### config.mk
export PLATFORM = sky130hd
export DESIGN_NAME = efiu_event_flag_unit
export DESIGN_NICKNAME = d
export VERILOG_FILES = /design/src/design/efiu_pkg.sv /design/src/design/efiu_event_flag_unit.sv /design/src/design/efiu_level_sync.sv
export SDC_FILE = /design/constraint.sdc
export NUM_CORES = 1
export LEC_CHECK = 0
export BUFFER_PORTS_ARGS = -buffer_cell sky130_fd_sc_hd__buf_2
export CORE_MARGIN = 2
export CORE_UTILIZATION = 46
export DETAILED_ROUTE_END_ITERATION = 8
export GPL_TIMING_DRIVEN = 1
export PLACE_DENSITY = 0.75
export SLEW_MARGIN = 10
export SYNTH_ARGS = -nofsm -noshare
export SYNTH_HDL_FRONTEND = slang
export SYNTH_HIERARCHICAL = 1
export SYNTH_SLANG_ARGS = --single-unit
### constraint.sdc
create_clock -name core_clk_in -period 1.5 [get_ports core_clk_in]
set_input_delay 0.15 -clock core_clk_in [delete_from_list [all_inputs] [get_ports core_clk_in]]
set_output_delay 0.15 -clock core_clk_in [all_outputs]
set_load 0.05 [all_outputs]
### src/design/efiu_pkg.sv
/*
 * Package for the event flag interrupt unit: register indices, flag bit
 * positions, reset values and transceiver mode codes.
 * Assumes a single 25 MHz core clock and a synchronous active-high reset.
 */
package efiu_pkg;

    localparam int unsigned EFIU_DATA_W = 12;

    // Register indices as the serial interface presents them
    localparam logic [2:0] EFIU_ADDR_ENABLE_MASK = 3'h3;
    localparam logic [2:0] EFIU_ADDR_EVENT_FLAGS = 3'h4;

    // Flag and enable bit positions (shared by both registers)
    localparam int unsigned EFIU_BIT_HS_TO       = 0;
    localparam int unsigned EFIU_BIT_SW1_TO      = 1;
    localparam int unsigned EFIU_BIT_SW2_TO      = 2;
    localparam int unsigned EFIU_BIT_DN_NOREG    = 3;
    localparam int unsigned EFIU_BIT_DN_OVL      = 4;
    localparam int unsigned EFIU_BIT_UP_TOGGLE   = 5;
    localparam int unsigned EFIU_BIT_UP_OVL      = 6;
    localparam int unsigned EFIU_BIT_THERM       = 7;
    localparam int unsigned EFIU_BIT_WDOG        = 8;
    localparam int unsigned EFIU_BIT_AUX_UV      = 9;
    localparam int unsigned EFIU_BIT_AUX_OV      = 10;
    localparam int unsigned EFIU_BIT_FRAME_FAIL  = 11;

    // Reset contents
    localparam logic [11:0] EFIU_MASK_RESET  = 12'h000;
    localparam logic [11:0] EFIU_FLAGS_RESET = 12'h000;
    localparam logic [11:0] EFIU_ZERO12      = 12'h000;

    // Transceiver mode code meaning normal operation
    localparam logic [1:0]  EFIU_MODE_NORMAL = 2'h3;

    // Level inputs sampled through synchronisers, in this order
    localparam int unsigned EFIU_NUM_LEVELS  = 7;
    localparam int unsigned EFIU_LVL_DN_NOREG = 0;
    localparam int unsigned EFIU_LVL_DN_OVL   = 1;
    localparam int unsigned EFIU_LVL_UP_RUN   = 2;
    localparam int unsigned EFIU_LVL_UP_OVL   = 3;
    localparam int unsigned EFIU_LVL_THERM    = 4;
    localparam int unsigned EFIU_LVL_AUX_UV   = 5;
    localparam int unsigned EFIU_LVL_AUX_OV   = 6;

endpackage : efiu_pkg

### src/design/efiu_event_flag_unit.sv
/*
 * Event flag interrupt unit: twelve latched event flags, a matching enable
 * mask and an active-low interrupt request pin towards the host.
 * Assumes the serial frame decoder on the same clock presents register
 * reads, read-and-clear and writes as single-cycle strobes with an index.
 */
// Functional notes
// - Event drives interrupt pin only when its enable bit is high.
// - All enable mask bits clear to low on every reset.
// - Each flag shares its bit position with its enable bit.
// - Read-and-clear of flags services requests and clears flags.
// - Plain read leaves flags and pending requests unchanged.
// - Time-out flags survive read-and-clear while time-out persists.
// - Separate time-out flags for high-speed and both single-wire inputs.
// - High-speed time-out flag clearable once its mode leaves normal.
// - Single-wire time-out flags clearable once their mode leaves normal.
// - Whole flag register clears to zero on every reset.
// - Step-down no-regulation flag sets on any change of its signal.
// - Step-down overload flag sets on any change of its signal.
// - Step-up toggle flag sets on activation or deactivation.
// - Step-up overload flag sets on any change of its signal.
// - Thermal warning flag sets on crossing in either direction.
// - Bad watchdog service flags only in debug configuration, else resets.
// - Aux under-voltage crossing flagged only while aux regulator is on.
// - Aux over-voltage flag sets on crossing in either direction.
// - Frame failure flag sets on every malformed serial frame.
// - Power-up chip-select toggling only affects the frame failure flag.
module efiu_event_flag_unit
    import efiu_pkg::*;
(
    input  wire logic                   core_clk_in,
    input  wire logic                   reset_in,
    // Register access from the serial frame decoder (same clock)
    input  wire logic                   reg_write_in,
    input  wire logic                   reg_read_in,
    input  wire logic                   reg_read_clear_in,
    input  wire logic [2:0]             reg_addr_in,
    input  wire logic [EFIU_DATA_W-1:0] reg_wdata_in,
    output logic      [EFIU_DATA_W-1:0] reg_rdata_out,
    // Dominant time-out conditions (same clock, level while persisting)
    input  wire logic                   hs_timeout_in,
    input  wire logic                   sw1_timeout_in,
    input  wire logic                   sw2_timeout_in,
    input  wire logic [1:0]             hs_mode_in,
    input  wire logic [1:0]             sw1_mode_in,
    input  wire logic [1:0]             sw2_mode_in,
    // Converter, thermal and aux supply comparators (asynchronous levels)
    input  wire logic                   step_down_noreg_in,
    input  wire logic                   step_down_overload_in,
    input  wire logic                   step_up_running_in,
    input  wire logic                   step_up_overload_in,
    input  wire logic                   thermal_warn_in,
    input  wire logic                   aux_undervolt_in,
    input  wire logic                   aux_overvolt_in,
    input  wire logic                   aux_regulator_on_in,
    // Watchdog and serial events (same clock, one-cycle pulses)
    input  wire logic                   wdog_bad_service_in,
    input  wire logic                   software_debug_configuration_in,
    input  wire logic                   frame_fail_in,
    output logic                        wdog_reset_req_out,
    output logic                        interrupt_request_pin_n_out,
    output logic      [EFIU_DATA_W-1:0] event_flags_out
);

    logic [EFIU_DATA_W-1:0]     enable_mask_r;
    logic [EFIU_DATA_W-1:0]     event_flags_r;
    logic [EFIU_DATA_W-1:0]     event_flags_nxt;
    logic [EFIU_DATA_W-1:0]     set_vec;
    logic [EFIU_DATA_W-1:0]     hold_vec;
    logic [EFIU_DATA_W-1:0]     rdata_r;
    logic                       irq_n_r;
    logic                       wdog_reset_r;
    logic [EFIU_NUM_LEVELS-1:0] lvl_sync;
    logic [EFIU_NUM_LEVELS-1:0] lvl_change;
    logic                       clear_hit;
    logic                       hs_not_normal;
    logic                       sw1_not_normal;
    logic                       sw2_not_normal;

    ////////////////////////////////////////////////////////////////////////
    // Comparator levels enter through a synchroniser and change detector
    efiu_level_sync u_level_sync (
        .core_clk_in (core_clk_in),
        .reset_in    (reset_in),
        .level_in    ({aux_overvolt_in,
                       aux_undervolt_in,
                       thermal_warn_in,
                       step_up_overload_in,
                       step_up_running_in,
                       step_down_overload_in,
                       step_down_noreg_in}),
        .level_out   (lvl_sync),
        .change_out  (lvl_change)
    );

    ////////////////////////////////////////////////////////////////////////
    // Event set terms, each at its flag's shared bit position
    always_comb begin
        set_vec                      = EFIU_ZERO12;
        // Out of normal mode a persisting time-out no longer re-sets its flag
        set_vec[EFIU_BIT_HS_TO]      = hs_timeout_in & ~hs_not_normal;
        set_vec[EFIU_BIT_SW1_TO]     = sw1_timeout_in & ~sw1_not_normal;
        set_vec[EFIU_BIT_SW2_TO]     = sw2_timeout_in & ~sw2_not_normal;
        set_vec[EFIU_BIT_DN_NOREG]   = lvl_change[EFIU_LVL_DN_NOREG];
        set_vec[EFIU_BIT_DN_OVL]     = lvl_change[EFIU_LVL_DN_OVL];
        set_vec[EFIU_BIT_UP_TOGGLE]  = lvl_change[EFIU_LVL_UP_RUN];
        set_vec[EFIU_BIT_UP_OVL]     = lvl_change[EFIU_LVL_UP_OVL];
        set_vec[EFIU_BIT_THERM]      = lvl_change[EFIU_LVL_THERM];
        // Watchdog fault is an interrupt event only in debug configuration
        set_vec[EFIU_BIT_WDOG]       = wdog_bad_service_in
                                       & software_debug_configuration_in;
        // Under-voltage comparator is meaningless with the regulator off
        set_vec[EFIU_BIT_AUX_UV]     = lvl_change[EFIU_LVL_AUX_UV]
                                       & aux_regulator_on_in;
        set_vec[EFIU_BIT_AUX_OV]     = lvl_change[EFIU_LVL_AUX_OV];
        set_vec[EFIU_BIT_FRAME_FAIL] = frame_fail_in;
    end

    ////////////////////////////////////////////////////////////////////////
    // Time-out flags refuse the clear while the condition persists in normal
    assign hs_not_normal  = (hs_mode_in  != EFIU_MODE_NORMAL);
    assign sw1_not_normal = (sw1_mode_in != EFIU_MODE_NORMAL);
    assign sw2_not_normal = (sw2_mode_in != EFIU_MODE_NORMAL);

    always_comb begin
        hold_vec                 = EFIU_ZERO12;
        hold_vec[EFIU_BIT_HS_TO] = hs_timeout_in & ~hs_not_normal;
        hold_vec[EFIU_BIT_SW1_TO] = sw1_timeout_in & ~sw1_not_normal;
        hold_vec[EFIU_BIT_SW2_TO] = sw2_timeout_in & ~sw2_not_normal;
    end

    // Only a read-and-clear of the flag register counts as service
    assign clear_hit = reg_read_clear_in & (reg_addr_in == EFIU_ADDR_EVENT_FLAGS);

    ////////////////////////////////////////////////////////////////////////
    // Flag next value; a set arriving with the clear wins so nothing is lost
    always_comb begin
        if (clear_hit) begin
            event_flags_nxt = (event_flags_r & hold_vec) | set_vec;
        end else begin
            event_flags_nxt = event_flags_r | set_vec;
        end
    end

    // Flag register; only reset or the serial clear strobe removes a flag
    always_ff @(posedge core_clk_in) begin
        if (reset_in) begin
            event_flags_r <= EFIU_FLAGS_RESET;
        end else begin
            event_flags_r <= event_flags_nxt;
        end
    end

    ////////////////////////////////////////////////////////////////////////
    // Enable mask, written by the host
    always_ff @(posedge core_clk_in) begin
        if (reset_in) begin
            enable_mask_r <= EFIU_MASK_RESET;
        end else if (reg_write_in && (reg_addr_in == EFIU_ADDR_ENABLE_MASK)) begin
            enable_mask_r <= reg_wdata_in;
        end
    end

    ////////////////////////////////////////////////////////////////////////
    // Read data registered; flag read shows value before any clear
    always_ff @(posedge core_clk_in) begin
        if (reset_in) begin
            rdata_r <= EFIU_ZERO12;
        end else if (reg_read_in || reg_read_clear_in) begin
            case (reg_addr_in)
                EFIU_ADDR_ENABLE_MASK: rdata_r <= enable_mask_r;
                EFIU_ADDR_EVENT_FLAGS: rdata_r <= event_flags_r;
                default:               rdata_r <= EFIU_ZERO12;
            endcase
        end
    end

    ////////////////////////////////////////////////////////////////////////
    // Interrupt pin, low while any enabled flag is set
    always_ff @(posedge core_clk_in) begin
        if (reset_in) begin
            irq_n_r <= 1'b1;
        end else begin
            irq_n_r <= ~|(event_flags_nxt & enable_mask_r);
        end
    end

    // Outside debug configuration a bad watchdog service asks for reset
    always_ff @(posedge core_clk_in) begin
        if (reset_in) begin
            wdog_reset_r <= 1'b0;
        end else begin
            wdog_reset_r <= wdog_bad_service_in & ~software_debug_configuration_in;
        end
    end

    assign reg_rdata_out               = rdata_r;
    assign interrupt_request_pin_n_out = irq_n_r;
    assign wdog_reset_req_out          = wdog_reset_r;
    assign event_flags_out             = event_flags_r;

endmodule : efiu_event_flag_unit

### src/design/efiu_level_sync.sv
/*
 * Two-flop synchroniser with change detector for a group of level inputs.
 * Assumes inputs arrive from analogue comparators outside the clock domain.
 * The first stage is read by the second only; changes are seen on stages 2/3.
 */
module efiu_level_sync
    import efiu_pkg::*;
(
    input  wire logic                       core_clk_in,
    input  wire logic                       reset_in,
    input  wire logic [EFIU_NUM_LEVELS-1:0] level_in,
    output logic      [EFIU_NUM_LEVELS-1:0] level_out,
    output logic      [EFIU_NUM_LEVELS-1:0] change_out
);

    logic [EFIU_NUM_LEVELS-1:0] meta_r;
    logic [EFIU_NUM_LEVELS-1:0] sync_r;
    logic [EFIU_NUM_LEVELS-1:0] prev_r;
    logic [2:0]                 primed_r;

    ////////////////////////////////////////////////////////////////////////
    // Synchroniser chain; history seeded after reset so no false edge
    always_ff @(posedge core_clk_in) begin
        if (reset_in) begin
            meta_r   <= '0;
            sync_r   <= '0;
            prev_r   <= '0;
            primed_r <= 3'h0;
        end else begin
            meta_r   <= level_in;
            sync_r   <= meta_r;
            prev_r   <= sync_r;
            primed_r <= {primed_r[1:0], 1'b1};
        end
    end

    // Either-direction change, suppressed until both stages hold real samples,
    // so a comparator already high across reset gives no false edge
    assign change_out = primed_r[2] ? (sync_r ^ prev_r) : '0;
    assign level_out  = sync_r;

endmodule : efiu_level_sync

==> results.sh, run 1 <==
export IMPL_grt_pass1_vias=1690
export IMPL_grt_pass1_wl_um=7950
export IMPL_synth_xor_xnor_area_share_pct=2.60
export IMPL_synth_avg_cell_area_um2=9.93
export IMPL_timing_max_cap_violations=0
export IMPL_rsz0062_at_grt="true"
export IMPL_gp_congestion=0.830
export IMPL_fmax_mhz=663
export IMPL_cp_buffers_inverters=0
export IMPL_path_cells="xor2_1 > and2_1 > a222oi_1 > nand4_1 > a311oi_2 > a21o_1"
export IMPL_layout_drive_gt1_share_pct=34.7
export IMPL_wl_per_cell_um=13.5
export IMPL_synth_seq_cells=62
export IMPL_power_density_nw_per_um2=1280
export IMPL_ys_types=30
export IMPL_synth_edf_count=0
export IMPL_core_area_um2=5010
export IMPL_grt_usage_pct=19.2
export IMPL_die_y_um=75.5
export IMPL_yosysMostFrequentCell="dfxtp_1"
export IMPL_power_frac_comb_pct=8.9
export IMPL_cts_htree_levels=3
export IMPL_timing_final_ws_setup_ns=-0.00720
export IMPL_synthAdderAreaFrac_pct=0
export IMPL_dp_hpwl_um=3520
export IMPL_slowest_stage="a222oi_1"
export IMPL_vias=1921
export IMPL_synth_top_area_cell="dfxtp_1"
export IMPL_start_kind="flip-flop"
export IMPL_fin_nets=343
export IMPL_synth_cells=237
export IMPL_fin_crit_ns=1.51
export IMPL_min_path_type="in -> reg"
export IMPL_ios=66
export IMPL_num_rows=26
export IMPL_report_final_slew_viol_count=0
export IMPL_cp_required_ns=1.78
export IMPL_worst_pin_slew_ns=0.819
export IMPL_cts_made_buffers=9
export IMPL_synth_top_area_share_pct=52.7
export IMPL_min_period_over_period_pct=100
export IMPL_diodes=0
export IMPL_violations="setup timing"
export IMPL_first_pass_iters=4
export IMPL_synth_area_mux_share_pct=0
export IMPL_netSwitchingFraction_pct=22.6
export IMPL_placed_cells=361
export IMPL_synth_flop_cell="dfxtp_1"
export IMPL_io_buffers=65
export IMPL_async_flop_share_pct=0
export IMPL_clk_pin_slew_ns=0.06
export IMPL_slowest_delay_ns=0.33
export IMPL_synth_compound_area_share_pct=18.4
export IMPL_synth_area_um2=2350
export IMPL_die_width_um=75.5
export IMPL_cts_root_buf="clkbuf_8"
export IMPL_synthToLayoutAreaGrowth_pct=25.5
export IMPL_power_share_sequential_pct=46.1
export IMPL_worst_skew_pair_late_latency_ns=0.33
export IMPL_finalSetupViolations=1
export IMPL_antenna_found_initial=0
export IMPL_p_sw_uw=855
export IMPL_critPathKind="reg -> reg"
export IMPL_synthTopCellsByCount="dfxtp_1 (62), nand2_1 (27), nor2_1 (24), a21oi_1 (19), a22oi_1 (16)"
export IMPL_skew_ns=0.00923
export IMPL_synth_warnings=6
export IMPL_grt_max_degree=62
export IMPL_clockPowerShare_pct=45.1
export IMPL_syn_nets=277
export IMPL_intPower_uw=2930
export IMPL_p_leak_uw=0.00127
export IMPL_drc=0
export IMPL_hold_viol_final=0
export IMPL_ir_drop_uv=643
export IMPL_start_util_pct=47.0
export IMPL_overflow=0
export IMPL_die_area_um2=5700
export IMPL_totalWireLength_um=5090
export IMPL_ant_nets=0
export IMPL_end_kind="flip-flop"
export IMPL_vias_per_cell=5.08
export IMPL_cts_sinks=62
export IMPL_cts_buffer_depth=2
export IMPL_tritoncts="built"
export IMPL_arrival_ns=1.78
export IMPL_status="finished, violations left"
export IMPL_slew_headroom_pct=45.4
export IMPL_synth_top_cells_by_area="dfxtp_1 (53%), nor2b_2 (5.2%), a22oi_1 (5.1%), nand2_1 (4.3%), a21oi_1 (4.0%)"
export IMPL_yosys_area_share_simple_pct=22.1
export IMPL_synth_top_family_by_area="simple AND/OR/NAND/NOR gates"
export IMPL_crit_family="compound AO/OA/AOI/OAI gates"
export IMPL_fin_cells=378
export IMPL_ys_seq_area_share_pct=52.7
export IMPL_holdWs_ns=0.0220
export IMPL_post_cts_buffers=0
export IMPL_drt_iter0_markers=163
export IMPL_rrSetupSlack_ns=-0.007
export IMPL_path_max_fanout=2
-- routing by layer --
metal  vias up  share of wire, %  GRT usage, %
li1        962                 -             -
met5         -                 0             0
met3        14               6.8          5.95
met1       876                45          24.2
met2        69                46          29.3
met4         0               2.5          10.5
-- what timing repair did --
item                                   in CTS  in global routing
setup endpoints to repair                   1                  1
gates resized for setup                     0                  2
pin swaps                                   2                  0
endpoints found under the hold margin       1                  0
hold buffers                                1                  0
-- state kept, by name, indices dropped and copies added (netlist names) --
register / flops
enable_mask_r: 12
event_flags_out: 12
interrupt_request_pin_n_out: 1
reg_rdata_out: 12
u_level_sync/level_out: 7
u_level_sync/meta_r: 7
u_level_sync/prev_r: 7
u_level_sync/primed_r: 3
wdog_reset_req_out: 1
-- worst register-to-register path, delay by kind of cell (launching register included) --
| family | cells | cell delay (ns) |
|---|---|---|
| AND/OR/NAND/NOR | 2 | 0.32 |
| XOR/XNOR | 1 | 0.14 |
| flip-flops | 1 | 0.31 |
| AO/OA/AOI/OAI | 3 | 0.68 |
-- layout by cell type (no fill, tap or decap), types with 2 or more instances in the layout --
cell / netlist / final
nand2_1: 27 / 27
and2b_1: 4 / 4
clkbuf_8: 0 / 9
a32oi_1: 3 / 3
dfxtp_1: 62 / 61
bufinv_16: 0 / 3
xor2_1: 7 / 7
nand3_1: 3 / 3
a22oi_1: 16 / 16
a211oi_2: 6 / 6
a221oi_1: 2 / 2
and2_1: 7 / 7
nor2b_1: 5 / 5
nor2b_2: 14 / 14
nor2_1: 24 / 24
buf_4: 0 / 2
a211oi_1: 6 / 6
a22o_1: 2 / 2
nand4_1: 5 / 5
a222oi_1: 2 / 2
a21oi_1: 19 / 19
clkbuf_1: 5 / 3
buf_2: 4 / 65
-- path summary, 6_finish.rpt --
check / endpoint / start / cells past startpoint
worst min register to register: u_level_sync/primed_r[2] / u_level_sync/primed_r[1] / 1
worst max register to register: interrupt_request_pin_n_out / u_level_sync/prev_r[4] / 6
worst min-delay path: u_level_sync/meta_r[0] / reset_in / 2
worst max-delay path: interrupt_request_pin_n_out / u_level_sync/prev_r[4] / 6
-- power by group through the flow --
| stage | Clock (µW) | Combinational, µW | Sequential, µW |
|---|---|---|---|
| after floorplan | 0 | 139 | 1860 |
| after global placement | 0 | 327 | 1780 |
| after detailed placement | 0 | 332 | 1780 |
| after CTS | 1740 | 336 | 1740 |
| after global routing | 1810 | 364 | 1750 |
| final | 1710 | 336 | 1750 |
-- through the flow --
| stage | util [%] | setup TNS (ns) | setup WS (ns) | total power (µW) | area, µm² |
|---|---|---|---|---|---|
| floorplan | - | 0 | 0.0710 | 2000 | 2350 |
| detailed placement | 54.0 | -0.106 | -0.106 | 2110 | 2710 |
| finish | 59.0 | -0.00720 | -0.00720 | 3790 | 2950 |
| global route | 59.0 | -0.0911 | -0.0911 | 3930 | 2950 |
| CTS | 58.8 | -0.0503 | -0.0503 | 3820 | 2950 |
| global placement | 54.0 | 0 | 0.0179 | 2110 | 2710 |
-- cell type report --
cell class              count  area, µm²
well taps                  70       87.6
flip-flops and latches     62       1240
fillers                   487       2060
clock inverters             4       95.1
clock buffers              12        135
repair buffers             69        370
multi-input cells         160       1020
inverters                   1       3.75
-- kinds of logic (layout without fill, tap and decap cells) --
group / after synthesis / count (layout)
flip-flops: 62 / 62
AND/OR/NAND/NOR: 95 / 95
XOR/XNOR: 7 / 7
AO/OA/AOI/OAI: 58 / 58
buffers and inverters: 15 / 86
(Power assumes the default switching activity.)
==> inputs of run 2 (changes only) <==
--- a/config.mk
+++ b/config.mk
@@ -7,11 +7,11 @@
 export LEC_CHECK = 0
 export BUFFER_PORTS_ARGS = -buffer_cell sky130_fd_sc_hd__buf_2
 export CORE_MARGIN = 2
-export CORE_UTILIZATION = 46
+export CORE_UTILIZATION = 51
 export DETAILED_ROUTE_END_ITERATION = 8
 export GPL_TIMING_DRIVEN = 1
-export PLACE_DENSITY = 0.75
-export SLEW_MARGIN = 10
+export PLACE_DENSITY = 0.78
+export SLEW_MARGIN = 30
 export SYNTH_ARGS = -nofsm -noshare
 export SYNTH_HDL_FRONTEND = slang
 export SYNTH_HIERARCHICAL = 1
==> constraint.sdc (replaced) <==
create_clock -name core_clk_in -period 1.55 [get_ports core_clk_in]
set_input_delay 0.155 -clock core_clk_in [delete_from_list [all_inputs] [get_ports core_clk_in]]
set_output_delay 0.155 -clock core_clk_in [all_outputs]
set_load 0.05 [all_outputs]
==> results.sh, run 2 (same netlist as run 1, synthesis figures left out) <==
export IMPL_status="completed"
export IMPL_die_width_um=71.9
export IMPL_ir_drop_uv=770
export IMPL_post_cts_buffers=0
export IMPL_arrival_ns=1.81
export IMPL_synthToLayoutAreaGrowth_pct=22.9
export IMPL_timing_max_cap_violations=0
export IMPL_final_cell_mix="buf_2 (65), dfxtp_1 (61), nand2_1 (27), nor2_1 (24), a21oi_1 (19)"
export IMPL_cp_required_ns=1.84
export IMPL_min_path_type="in -> reg"
export IMPL_cts_buffer_depth=2
export IMPL_core_area_um2=4410
export IMPL_setup_tns_final_ns=0
export IMPL_die_area_um2=5170
export IMPL_report_final_slew_viol_count=0
export IMPL_slew_headroom_pct=45.2
export IMPL_power_density_nw_per_um2=1170
export IMPL_overflow=0
export IMPL_first_pass_iters=4
export IMPL_path_max_fanout=2
export IMPL_antenna_found_initial=0
export IMPL_grt_pass1_vias=1779
export IMPL_fin_nets=344
export IMPL_tritoncts="built"
export IMPL_gp_congestion=0.854
export IMPL_vias=1924
export IMPL_drc=0
export IMPL_grt_usage_pct=21.1
export IMPL_fin_util_pct=65.5
export IMPL_wl_per_cell_um=13.5
export IMPL_ios=66
export IMPL_grt_pass1_wl_um=8140
export IMPL_cts_sinks=62
export IMPL_layout_drive_gt1_share_pct=35.1
export IMPL_fmax_mhz=655
export IMPL_hold_viol_final=0
export IMPL_critPathKind="reg -> reg"
export IMPL_io_buffers=65
export IMPL_ant_nets=0
export IMPL_dp_hpwl_um=3530
export IMPL_end_kind="flip-flop"
export IMPL_vias_per_cell=5.34
export IMPL_p_leak_uw=0.00125
export IMPL_totalWireLength_um=4860
export IMPL_rsz0062_at_grt="true"
export IMPL_clk_pin_slew_ns=0.06
export IMPL_start_util_pct=53.3
export IMPL_skew_ns=0.00716
export IMPL_num_rows=24
export IMPL_min_period_over_period_pct=98.4
export IMPL_worst_pin_slew_ns=0.822
export IMPL_cts_root_buf="clkbuf_8"
export IMPL_finalSetupViolations=0
export IMPL_cts_made_buffers=9
export IMPL_die_y_um=71.9
export IMPL_worst_skew_pair_late_latency_ns=0.34
export IMPL_grt_max_degree=30
export IMPL_cts_htree_levels=3
export IMPL_drt_iter0_markers=136
export IMPL_fin_crit_ns=1.53
export IMPL_start_kind="flip-flop"
export IMPL_layout_cells_most_common="buf_2"
export IMPL_diodes=0
-- run 2: final timing paths --
path	endpoint	cells past startpoint	from	slack [ns]
setup reg to reg	interrupt_request_pin_n_out	6	u_level_sync/prev_r[4]	0.02
hold / removal	u_level_sync/meta_r[3]	2	step_up_overload_in	0.02
setup / recovery	interrupt_request_pin_n_out	6	u_level_sync/prev_r[4]	0.02
hold reg to reg	u_level_sync/primed_r[2]	1	u_level_sync/primed_r[1]	0.43
-- run 2: final cells by class --
type,count,area (µm²)
Tap cell,52,65.1
Multi-Input combinational cell,160,1010
Clock inverter,4,47.5
Fill cell,392,1520
Clock buffer,11,141
Inverter,1,3.75
Timing Repair Buffer,70,378
Sequential cell,62,1240
-- run 2: worst max-delay path, cell delays in order, from the launching register on --
cell	delay [ns]
dfxtp_2	0.32
xor2_1	0.14
and2_1	0.16
a222oi_1	0.34
nand4_1	0.14
a311oi_1	0.22
a21o_1	0.14
-- run 2: what timing repair did --
item | CTS | global route
gates cloned | 0 | 0
hold buffers | 1 | 0
endpoints found under the hold margin | 1 | 0
resized for setup | 0 | 1
pin swaps | 2 | 0
setup endpoints to repair | 1 | 1
-- run 2: metrics by stage --
step                      instances  instance area, µm²  setup slack, ns  hold slack [ns]  total power [µW]
after floorplan                 237                2350            0.121            0.231              1940
after global placement          344                2690           0.0529            0.357              2040
after detailed placement        344                2690         -0.00306            0.354              2040
after CTS                       360                2890           0.0434         0.000331              3400
after global routing            360                2890          -0.0897          0.00915              3510
final                           360                2890           0.0242           0.0160              3370
-- run 2: routing by layer --
layer  wire length, µm  track usage, %  vias to the layer above
li1                  -               -                      965
met1              2090            25.1                      873
met2              2250            32.7                       70
met3               328            6.39                       16
met4               197            14.5                        0
met5                 0               0                        -
-- run 2: where the power goes --
part | internal (µW) | total, µW | switching, µW | leakage (µW)
clock | 771 | 1360 | 591 | 0.0000952
combinational | 119 | 322 | 203 | 0.000652
sequential | 1650 | 1690 | 36.2 | 0.000508
total | 2540 | 3370 | 831 | 0.00125
==> inputs of run 3 (changes only) <==
--- a/config.mk
+++ b/config.mk
@@ -5,12 +5,13 @@
 export SDC_FILE = /design/constraint.sdc
 export NUM_CORES = 1
 export LEC_CHECK = 0
+export ABC_AREA = 1
 export BUFFER_PORTS_ARGS = -buffer_cell sky130_fd_sc_hd__buf_2
 export CORE_MARGIN = 2
-export CORE_UTILIZATION = 51
+export CORE_UTILIZATION = 52
 export DETAILED_ROUTE_END_ITERATION = 8
 export GPL_TIMING_DRIVEN = 1
-export PLACE_DENSITY = 0.78
+export PLACE_DENSITY = 0.79
 export SLEW_MARGIN = 30
 export SYNTH_ARGS = -nofsm -noshare
 export SYNTH_HDL_FRONTEND = slang
==> results.sh, run 3 <==
export IMPL_ys_seq_area_share_pct=48.9
export IMPL_min_period_over_period_pct=85.0
export IMPL_intPower_uw=2860
export IMPL_diodes=0
export IMPL_cts_buffer_depth=2
export IMPL_drc=0
export IMPL_synth_flop_cell="dfxtp_1"
export IMPL_wl_per_cell_um=11.4
export IMPL_ant_nets=0
export IMPL_overflow=0
export IMPL_tritoncts="built"
export IMPL_yosysMostFrequentCell="inv_1"
export IMPL_grt_usage_pct=21.1
export IMPL_start_kind="flip-flop"
export IMPL_finalSetupViolations=0
export IMPL_num_rows=25
export IMPL_clk_pin_slew_ns=0.07
export IMPL_path_common_cell="nand2_1"
export IMPL_synth_cells=357
export IMPL_holdPathEnd="u_level_sync/meta_r[2]"
export IMPL_fmax_mhz=759
export IMPL_ys_types=18
export IMPL_path_cells="nand2_1 > nor2_1 > inv_1 > nand4_1 > nand3_1 > nand2_1 > nor2_1 > nand3_1 > nand2_1"
export IMPL_cp_required_ns=1.77
export IMPL_cts_resized=0
export IMPL_final_cell_mix="inv_1 (69), buf_2 (65), dfxtp_1 (62), nor2_1 (56), nand2_1 (51)"
export IMPL_synth_area_um2=2540
export IMPL_cts_root_buf="clkbuf_8"
export IMPL_cp_buffers_inverters=1
export IMPL_fin_cells=496
export IMPL_grt_pass1_vias=1907
export IMPL_gp_congestion=0.815
export IMPL_report_final_slew_viol_count=0
export IMPL_power_frac_comb_pct=10.7
export IMPL_setup_tns_final_ns=0
export IMPL_die_y_um=73.9
export IMPL_worst_skew_pair_late_latency_ns=0.34
export IMPL_worstSetupPathDepth=9
export IMPL_grt_pass1_wl_um=8560
export IMPL_num_fill_cells=415
export IMPL_start_util_pct=53.7
export IMPL_end_kind="flip-flop"
export IMPL_netSwitchingFraction_pct=25.6
export IMPL_synth_avg_cell_area_um2=7.11
export IMPL_placed_cells=479
export IMPL_critPathKind="reg -> reg"
export IMPL_die_area_um2=5460
export IMPL_layout_cells_most_common="inv_1"
export IMPL_cts_htree_levels=3
export IMPL_r2r_end="interrupt_request_pin_n_out"
export IMPL_synth_top_cells_by_area="dfxtp_1 (49%), inv_1 (10%), nor2_1 (8.3%), nand2_1 (7.5%), o21ai_0 (6.9%)"
export IMPL_ir_drop_uv=840
export IMPL_path_max_fanout=7
export IMPL_fin_crit_ns=1.32
export IMPL_layout_drive_gt1_share_pct=21.9
export IMPL_fin_nets=464
export IMPL_ios=66
export IMPL_synth_top_area_cell="dfxtp_1"
export IMPL_rsz0062_at_grt="false"
export IMPL_p_sw_uw=985
export IMPL_post_cts_buffers=0
export IMPL_rrSetupSlack_ns=0.23
export IMPL_vias_per_cell=4.64
export IMPL_first_pass_iters=4
export IMPL_core_area_um2=4720
export IMPL_hold_viol_final=0
export IMPL_antenna_found_initial=0
export IMPL_crit_family="simple AND/OR/NAND/NOR gates"
export IMPL_synth_top_area_share_pct=48.9
export IMPL_power_density_nw_per_um2=1220
export IMPL_totalWireLength_um=5650
export IMPL_vias=2300
export IMPL_timing_max_cap_violations=0
export IMPL_worstHoldPathCells=3
export IMPL_synth_edf_count=0
export IMPL_drt_iter0_markers=116
export IMPL_power_share_sequential_pct=44.2
export IMPL_cts_made_buffers=9
export IMPL_async_flop_share_pct=0
export IMPL_min_path_type="in -> reg"
export IMPL_dp_hpwl_um=3870
export IMPL_rr_worst_depth=9
export IMPL_skew_ns=0.00862
export IMPL_p_leak_uw=0.00154
export IMPL_syn_nets=397
export IMPL_slowest_stage="dfxtp_1"
export IMPL_slowest_delay_ns=0.46
export IMPL_worst_pin_slew_ns=0.388
export IMPL_cts_sinks=62
export IMPL_io_buffers=65
export IMPL_status="completed"
export IMPL_grt_max_degree=26
export IMPL_synthToLayoutAreaGrowth_pct=24.3
export IMPL_slew_headroom_pct=74.1
export IMPL_clockPowerShare_pct=45.1
export IMPL_r2r_start="u_level_sync/primed_r[2]"
export IMPL_die_width_um=73.9
export IMPL_synth_warnings=6
export IMPL_arrival_ns=1.54
export IMPL_hold_start="step_up_running_in"
export IMPL_synth_seq_cells=62
export IMPL_synthTopCellsByCount="inv_1 (69), dfxtp_1 (62), nor2_1 (56), nand2_1 (51), o21ai_0 (35)"
run 3: cell count changes after synthesis, moves of 6 or more:
cell,change
a211oi_1,-6
a211oi_2,-6
a21oi_1,+10
a22oi_1,-16
and2_1,-7
inv_1,+68
nand2_1,+24
nand3_1,+21
nor2_1,+32
nor2b_2,-14
o21ai_0,+35
xor2_1,-7
run 3: how the worst max path moves through the flow:
stage / startpoint / to / slack [ns]
4_1_cts: u_level_sync/primed_r[2] / interrupt_request_pin_n_out / 0.22
6_report: u_level_sync/primed_r[2] / interrupt_request_pin_n_out / 0.23
2_1_floorplan: event_flags_out[11] / interrupt_request_pin_n_out / 0.36
5_1_grt: u_level_sync/primed_r[2] / interrupt_request_pin_n_out / 0.07
3_3_place_gp: reg_addr_in[2] / reg_rdata_out[4] / 0.23
3_5_place_dp: reg_addr_in[2] / reg_rdata_out[3] / 0.20
run 3: stage by stage:
stage / utilization, % / area [µm²] / setup slack, ns / hold slack [ns] / power (µW)
after detailed placement: 61.4 / 2900 / 0.201 / 0.332 / 2150
after global placement: 61.4 / 2900 / 0.228 / 0.326 / 2140
final: 66.8 / 3160 / 0.233 / 0.0116 / 3850
after global routing: 66.8 / 3160 / 0.0666 / 0.0148 / 3990
after CTS: 66.8 / 3160 / 0.218 / 0.00145 / 3870
after floorplan: - / 2540 / 0.360 / 0.226 / 2020
run 3: cell type report:
class | count | area, µm² | area share, %
flip-flops and latches | 62 | 1240 | 39.3
multi-input cells | 209 | 937 | 29.7
repair buffers | 73 | 388 | 12.3
inverters | 69 | 259 | 8.21
clock buffers | 9 | 124 | 3.93
clock inverters | 7 | 123 | 3.89
well taps | 67 | 83.8 | 2.66
run 3: kinds of logic after synthesis:
| logic type | count (synthesis) | share of synthesized area (%) |
|---|---|---|
| simple gates | 144 | 24.1 |
| flops | 62 | 48.9 |
| compound gates | 65 | 12.8 |
| buf+inv | 86 | 14.2 |
run 3: worst reg2reg max path: stages, from the launching register on:
cell	delay, ns
dfxtp_1	0.46
nand2_1	0.08
nor2_1	0.16
inv_1	0.06
nand4_1	0.11
nand3_1	0.09
nand2_1	0.08
nor2_1	0.05
nand3_1	0.07
nand2_1	0.04
run 3: metal layers:
layer	up-vias	global-route usage [%]	share of wire (%)
met5	-	0	0
met4	0	9.70	1.4
met3	8	4.94	6.3
met2	67	33.9	47
met1	989	26.6	45
li1	1236	-	-
run 3: what timing repair did:
item                                    in CTS  in global routing
hold buffers                                 1                  0
hold endpoints to repair                     1                  0
endpoints found under the setup margin       0                  0
run 3: power by group through the flow:
stage               clock network (µW)  logic (µW)  registers (µW)
floorplan                            0         179            1840
global placement                     0         404            1730
detailed placement                   0         409            1740
CTS                               1760         414            1700
global route                      1830         452            1710
finish                            1740         414            1700
